**src/core/glue_pkg.sv**
```systemverilog
// Shared constants and types for the processor address decode glue
package glue_pkg;

    // Clock figures
    localparam int unsigned XTAL_HZ       = 12_000_000;
    localparam int unsigned CPU_CLK_HZ    = 375_000;
    localparam int unsigned MOTOR_CLK_HZ  = 94_000;
    localparam int unsigned CPU_DIV       = XTAL_HZ / CPU_CLK_HZ;
    localparam int unsigned MOTOR_DIV     = XTAL_HZ / MOTOR_CLK_HZ;

    // Bus widths
    localparam int unsigned AD_W          = 8;
    localparam int unsigned HI_ADDR_W     = 9;
    localparam int unsigned PROG_ADDR_W   = 17;
    localparam int unsigned RAM_ADDR_W    = 13;

    // Address map, upper 9 bits of the 16-bit address (A15..A7)
    localparam logic [8:0] RAM_BASE       = 9'h000;
    localparam logic [8:0] RAM_LAST       = 9'h03F;
    localparam logic [8:0] IO_BASE        = 9'h040;
    localparam logic [8:0] PAGE_BASE      = 9'h100;
    localparam logic [8:0] PROG_BASE      = 9'h080;

    // I/O slot field inside the I/O block
    localparam int unsigned NUM_MOTOR     = 2;
    localparam int unsigned NUM_IN_PORT   = 2;
    localparam int unsigned NUM_OUT_PORT  = 2;
    localparam logic [3:0] SLOT_MOTOR0    = 4'h0;
    localparam logic [3:0] SLOT_IN0       = 4'h2;
    localparam logic [3:0] SLOT_OUT0      = 4'h4;
    localparam logic [3:0] SLOT_PAGE      = 4'h6;

    // Wait states for the slow motor devices
    localparam logic [3:0] MOTOR_WAITS    = 4'h3;

    // Reset values
    localparam logic       PAGE_RESET     = 1'b0;

    typedef struct packed {
        logic                    prog;
        logic                    ram;
        logic [NUM_MOTOR-1:0]    motor;
        logic [NUM_IN_PORT-1:0]  in_port;
        logic [NUM_OUT_PORT-1:0] out_port;
    } select_t;

endpackage

```
**src/core/address_decode_glue.sv**
```systemverilog
// Address latch, decoder, wait-state and paging glue for the processor bus
`timescale 1ns/1ns
module address_decode_glue
    import glue_pkg::*;
#(
    parameter logic [3:0] MOTOR_WAIT_STATES = MOTOR_WAITS
)
(
    // Clock and reset
    input  wire logic                   sys_clk_i,
    input  wire logic                   reset_n_i,
    // Processor bus
    input  wire logic [AD_W-1:0]        ad_i,
    input  wire logic [AD_W-1:0]        addr_hi_i,
    input  wire logic                   ale_i,
    input  wire logic                   rd_n_i,
    input  wire logic                   wr_n_i,
    // Memory map control from an output port bit
    input  wire logic                   high_program_memory_enable_n_i,
    // Derived clocks
    output logic                        cpu_clk_o,
    output logic                        motor_clk_o,
    // Latched address and memory addresses
    output logic [AD_W-1:0]             addr_lo_o,
    output logic [PROG_ADDR_W-1:0]      prog_addr_o,
    output logic [RAM_ADDR_W-1:0]       ram_addr_o,
    // Device selects and ready
    output select_t                     sel_o,
    output logic                        ready_o
);
    logic       rst_meta;
    logic       rst_n;
    logic [AD_W-1:0] addr_lo;
    logic       page;
    logic       cpu_clk;
    logic       motor_clk;
    logic [3:0] wait_count;
    select_t    next_sel;
    logic       strobe;
    logic       strobe_d;
    logic [8:0] hi9;
    logic       access_start;
    logic       motor_hit;

    // Reset release through two flops
    // Async assert, sync release; outputs move from the third edge
    always_ff @(posedge sys_clk_i or negedge reset_n_i)
    begin
        if (!reset_n_i)
        begin
            rst_meta <= 1'b0;
            rst_n    <= 1'b0;
        end
        else
        begin
            rst_meta <= 1'b1;
            rst_n    <= rst_meta;
        end
    end

    // Integer divide: the motor clock is only a close approximation
    clock_divider #(.DIVIDE(CPU_DIV)) u_cpu_div
    (
        .sys_clk_i (sys_clk_i),
        .rst_n_i   (rst_n),
        .clk_div_o (cpu_clk)
    );

    clock_divider #(.DIVIDE(MOTOR_DIV)) u_motor_div
    (
        .sys_clk_i (sys_clk_i),
        .rst_n_i   (rst_n),
        .clk_div_o (motor_clk)
    );

    // Retimed so every output leaves a flop
    always_ff @(posedge sys_clk_i or negedge rst_n)
    begin
        if (!rst_n)
        begin
            cpu_clk_o   <= 1'b0;
            motor_clk_o <= 1'b0;
        end
        else
        begin
            cpu_clk_o   <= cpu_clk;
            motor_clk_o <= motor_clk;
        end
    end

    // Transparent while ALE high, holds for the rest of the cycle
    always_ff @(posedge sys_clk_i or negedge rst_n)
    begin
        if (!rst_n)
            addr_lo <= '0;
        else if (ale_i)
            addr_lo <= ad_i;
    end

    // A7 from the latch; the bus already carries data by now
    assign hi9    = {addr_hi_i, addr_lo[AD_W-1]};
    assign strobe = !rd_n_i || !wr_n_i;

    // Edge detect: one access loads the page or wait count once
    assign access_start = strobe && !strobe_d;
    assign motor_hit    = next_sel.motor != '0;

    function automatic logic is_slot(input logic [8:0] h, input logic [3:0] slot);
        is_slot = (h[8:4] == IO_BASE[8:4]) && (h[3:0] == slot);
    endfunction

    // One-hot decode; priority chain keeps selects exclusive
    always_comb
    begin
        next_sel = '0;
        if (strobe && !ale_i)
        begin
            if (hi9 <= RAM_LAST)
            begin
                if (!high_program_memory_enable_n_i)
                    next_sel.prog = 1'b1;
                else
                    next_sel.ram = 1'b1;
            end
            else if (hi9 >= PROG_BASE)
                next_sel.prog = 1'b1;
            else
            begin
                // Motor chips take either strobe
                for (int i = 0; i < NUM_MOTOR; i++)
                begin
                    if (is_slot(hi9, SLOT_MOTOR0 + 4'(i)))
                        next_sel.motor[i] = 1'b1;
                end
                // Input ports answer reads only
                for (int i = 0; i < NUM_IN_PORT; i++)
                begin
                    if (is_slot(hi9, SLOT_IN0 + 4'(i)) && !rd_n_i)
                        next_sel.in_port[i] = 1'b1;
                end
                // Output ports take writes only
                for (int i = 0; i < NUM_OUT_PORT; i++)
                begin
                    if (is_slot(hi9, SLOT_OUT0 + 4'(i)) && !wr_n_i)
                        next_sel.out_port[i] = 1'b1;
                end
            end
        end
    end

    // Selects lag the strobe by one edge; devices see a settled decode
    always_ff @(posedge sys_clk_i or negedge rst_n)
    begin
        if (!rst_n)
            sel_o <= '0;
        else
            sel_o <= next_sel;
    end

    always_ff @(posedge sys_clk_i or negedge rst_n)
    begin
        if (!rst_n)
            strobe_d <= 1'b0;
        else
            strobe_d <= strobe;
    end

    // Motor accesses stretch the cycle for a fixed count
    always_ff @(posedge sys_clk_i or negedge rst_n)
    begin
        if (!rst_n)
            wait_count <= '0;
        else if (access_start && motor_hit)
            wait_count <= MOTOR_WAIT_STATES;
        else if (wait_count != '0)
            wait_count <= wait_count - 4'h1;
    end

    // Rises with the last count so the stretch equals the wait count
    always_ff @(posedge sys_clk_i or negedge rst_n)
    begin
        if (!rst_n)
            ready_o <= 1'b1;
        else if (access_start && motor_hit && MOTOR_WAIT_STATES != '0)
            ready_o <= 1'b0;
        else if (wait_count <= 4'h1)
            ready_o <= 1'b1;
    end

    // Page bit written through I/O slot, data bit 0
    always_ff @(posedge sys_clk_i or negedge rst_n)
    begin
        if (!rst_n)
            page <= PAGE_RESET;
        else if (!wr_n_i && access_start && is_slot(hi9, SLOT_PAGE))
            page <= ad_i[0];
    end

    // Upper half of code space is paged across the 128 KB device
    always_ff @(posedge sys_clk_i or negedge rst_n)
    begin
        if (!rst_n)
        begin
            prog_addr_o <= '0;
            ram_addr_o  <= '0;
            addr_lo_o   <= '0;
        end
        else
        begin
            addr_lo_o   <= addr_lo;
            prog_addr_o <= {(hi9[8] & page), addr_hi_i, addr_lo};
            ram_addr_o  <= {addr_hi_i[4:0], addr_lo};
        end
    end
endmodule

```
**src/core/clock_divider.sv**
```systemverilog
// Divides the crystal clock into one slower square-wave clock
`timescale 1ns/1ns
module clock_divider
    import glue_pkg::*;
#(
    parameter int unsigned DIVIDE = 32
)
(
    // Clock and reset
    input  wire logic sys_clk_i,
    input  wire logic rst_n_i,
    // Divided clock
    output logic      clk_div_o
);
    localparam int unsigned CW   = $clog2(DIVIDE);
    localparam logic [CW-1:0] LAST = CW'(DIVIDE - 1);
    localparam logic [CW-1:0] HALF = CW'(DIVIDE / 2);

    logic [CW-1:0] count;

    always_ff @(posedge sys_clk_i or negedge rst_n_i)
    begin
        if (!rst_n_i)
            count <= '0;
        else if (count == LAST)
            count <= '0;
        else
            count <= count + CW'(1);
    end

    always_ff @(posedge sys_clk_i or negedge rst_n_i)
    begin
        if (!rst_n_i)
            clk_div_o <= 1'b0;
        else
            clk_div_o <= (count >= HALF);
    end
endmodule

```
**config.mk**
```make
export PLATFORM = sky130hd
export DESIGN_NAME = address_decode_glue
export DESIGN_NICKNAME = d
export VERILOG_FILES = /design/src/core/glue_pkg.sv /design/src/core/address_decode_glue.sv /design/src/core/clock_divider.sv
export SDC_FILE = /design/constraint.sdc
export NUM_CORES = 1
export LEC_CHECK = 0
export BUFFER_PORTS_ARGS = -buffer_cell sky130_fd_sc_hd__clkbuf_2
export CELL_PAD_IN_SITES_DETAIL_PLACEMENT = 1
export CELL_PAD_IN_SITES_GLOBAL_PLACEMENT = 2
export CORE_MARGIN = 2
export CORE_UTILIZATION = 32
export DETAILED_ROUTE_END_ITERATION = 16
export PLACE_DENSITY = 0.75
export REMOVE_ABC_BUFFERS = 1
export SYNTH_ARGS = -nofsm -noshare
export SYNTH_HDL_FRONTEND = slang
export SYNTH_SLANG_ARGS = --single-unit
```
**constraint.sdc**
```tcl
create_clock -name sys_clk_i -period 2.1 [get_ports sys_clk_i]
set_clock_uncertainty 0.15 [all_clocks]
set_input_delay 0.21 -clock sys_clk_i [delete_from_list [all_inputs] [get_ports sys_clk_i]]
set_output_delay 0.21 -clock sys_clk_i [all_outputs]
set_load 0.01 [all_outputs]
```
==> impl_metrics.yaml <==
cells_and_area:
  n_antenna_cell: 0
  layout_commonest_cell: "clkbuf_2"
  layout-drive-gt1-share: 0.378
  final_cell_mix: "70 x clkbuf_2, 56 x dfrtp_1, 20 x nor2_1, 19 x dlygate4sd3_1, 11 x clkbuf_8"
  fin_nets: 292
  area_growth_pct: 31.7
global_route:
  grt_pass1_vias: 1665
  grt_max_degree: 30
  grt_pass1_wl_um: 8110
  grt_antenna_before_repair: 0
  grt_usage: 0.141
  grt_overflow: 0
yosys:
  synth_largest_type_area_fraction: 0.616
  synth-seq-cells: 58
  synth_cell_types: 40
  syn-cell-area_um2: 2310
  synth_area_per_cell_um2: 12.6
  yosysSeqAreaShare: 0.628
  synth-main-ff-cell: "dfrtp_1"
  synth_edf_count: 0
  yosysWarnings: 0
  yosys.area.top_type: "dfrtp_1"
  synth_area_leaders: "dfrtp_1 62%, buf_4 6.8%, ha_1 4.3%, mux2_2 3.4%, nor2_1 3.2%"
  syn_inst: 183
  async_reset_ff_frac: 1.00
setup_path:
  crit-reg2reg-capture: "wait_count[0]"
  worstRegToRegCells: 5
  cp_data_arrival_time_ps: 1810
  required_ps: 2160
  crit_fanout: 5
  start_kind: "input port"
  reg2reg_from: "wait_count[0]"
  critical_path_class: "in -> reg"
  rrSetupSlack_ps: 480
  worst_setup_path_end_kind: "flop"
placed_design:
  dp_hpwl_um: 3560
  gp_congestion: 0.715
  numPortBuffers: 70
sta:
  fin_setup_tns_ps: 0
  clock.fmax_ghz: 0.572
  hold_violations: 0
  finalSetupViolCount: 0
  fin_crit_ps: 1750
  rsz0062_at_grt: "no"
  drv_slew: 0
  fin_crit_sh: 0.833
floorplan:
  rows: 31
  core-area_um2: 7140
  start_util: 0.324
  fp.dieW_um: 89.1
  dieHeight_um: 89.1
  pin_count: 71
  die_area_um2: 7930
cts:
  clk_latency_ps: 330
  cts_setup_buffers: 0
  clock-sinks: 58
  numCtsBuffers: 9
  cts_tree: "yes"
  cts.root.buffer_cell: "clkbuf_8"
  htreeDepth: 3
  clk_pin_slew_ps: 70
  clockBufferDepth: 2
routing:
  avgViaCountPerCell: 4.36
  finalWirelength_um: 5040
  wire_per_inst_um: 13.8
  wl_met3_um: 279
  drc: 0
  vias: 1596
  drt-pass1-iter-count: 4
  dr_wl_met2_um: 2400
  drt_iter0_drc: 35
  wl_met1_um: 2230
  route.top_layer_used: "met4"
  drtAntennaViolNets: 0
flow_run:
  cap_violations: 0
pwr:
  leakagePower_nw: 1.49
  power.total_mw: 2.73
  power_density_nw_per_um2: 895
  ir_drop_v: 0.000311
outcome:
  outcome: "completed"
hold_path:
  hold_path.class: "reg -> async"
how the worst max path moves through the flow:
stage	start	to	cells after the start
2_1_floorplan	rst_n	addr_lo[0]	0
3_3_place_gp	wait_count[0]	wait_count[0]	5
3_5_place_dp	wait_count[0]	wait_count[0]	5
4_1_cts	addr_hi_i[6]	page	5
5_1_grt	addr_hi_i[6]	wait_count[1]	5
6_report	addr_hi_i[6]	page	5
per-stage QoR:
step / std cells / utilization / setup slack (ps) / hold WS, ps / area, um2
after floorplan: 159 / - / 217 / -236 / 2140
after CTS: 366 / 0.427 / 357 / 12.2 / 3050
after global routing: 366 / 0.427 / 269 / 30.3 / 3050
after detailed placement: 331 / 0.372 / 495 / -151 / 2660
after global placement: 331 / 0.372 / 541 / -155 / 2660
final: 366 / 0.427 / 351 / 12.1 / 3050
sequential cells by signal, summed over array words and instances, names as in the netlist, 4 cells and up:
| signal | flops |
|---|---|
| ram_addr_o | 12 |
| addr_lo | 8 |
| sel_o | 8 |
| u_motor_div.count | 7 |
| prog_addr_o | 5 |
| u_cpu_div.count | 5 |
| wait_count | 4 |
worst max-delay path, cell delays in order:
cell	delay [ps]
dlygate4sd3_1	530
clkbuf_2	170
nor4b_4	410
nand4_1	150
mux2_1	330
synth_stat cells, types with 3 or more instances:
cell type and instances:
xnor2_1 3, nor2_1 20, inv_1 6, nand2_1 5
o21ai_0 5, xor2_1 3, dfrtp_1 57, mux2_2 7
nand3_1 4, ha_1 8, nand4_1 4, a21oi_1 4
buf_4 21, nor3_1 5
per-layer routing:
metal / up-vias / track usage
li1: 754 / -
met1: 773 / 0.174
met2: 57 / 0.227
met3: 12 / 0.0351
met4: 0 / 0.0773
met5: - / 0
final cells by class:
type,count,area [um2]
flip-flops and latches,58,1450
clock buffers,11,151
inverters,6,22.5
well taps,99,124
fillers,816,4090
clock inverters,5,52.6
multi-input cells,95,669
repair buffers,92,576
power by group:
part	total, mW	internal (mW)	switching (mW)
registers	1.28	1.20	0.0725
clock network	1.04	0.606	0.434
logic	0.411	0.202	0.209
total	2.73	2.01	0.716
repair_timing:
item	CTS	global route
hold buffers	19	0
endpoints found under the hold margin	20	0
resized for setup	0	0
kinds of logic (layout without fill, tap and decap cells):
group                      count (synthesis)  count (layout)  synth area share
DFF                                       58              58             0.628
and+or+nand+nor                           55              55             0.132
buffers and inverters                     30             114            0.0832
AOI/OAI and AO/OA                         16              16            0.0459
muxes                                      9               9            0.0432
adders and majority gates                  8               8            0.0432
xor gates and xnor gates                   6               6            0.0227
other                                      1               1           0.00162
Note: power is estimated with default switching activity, not from simulation.
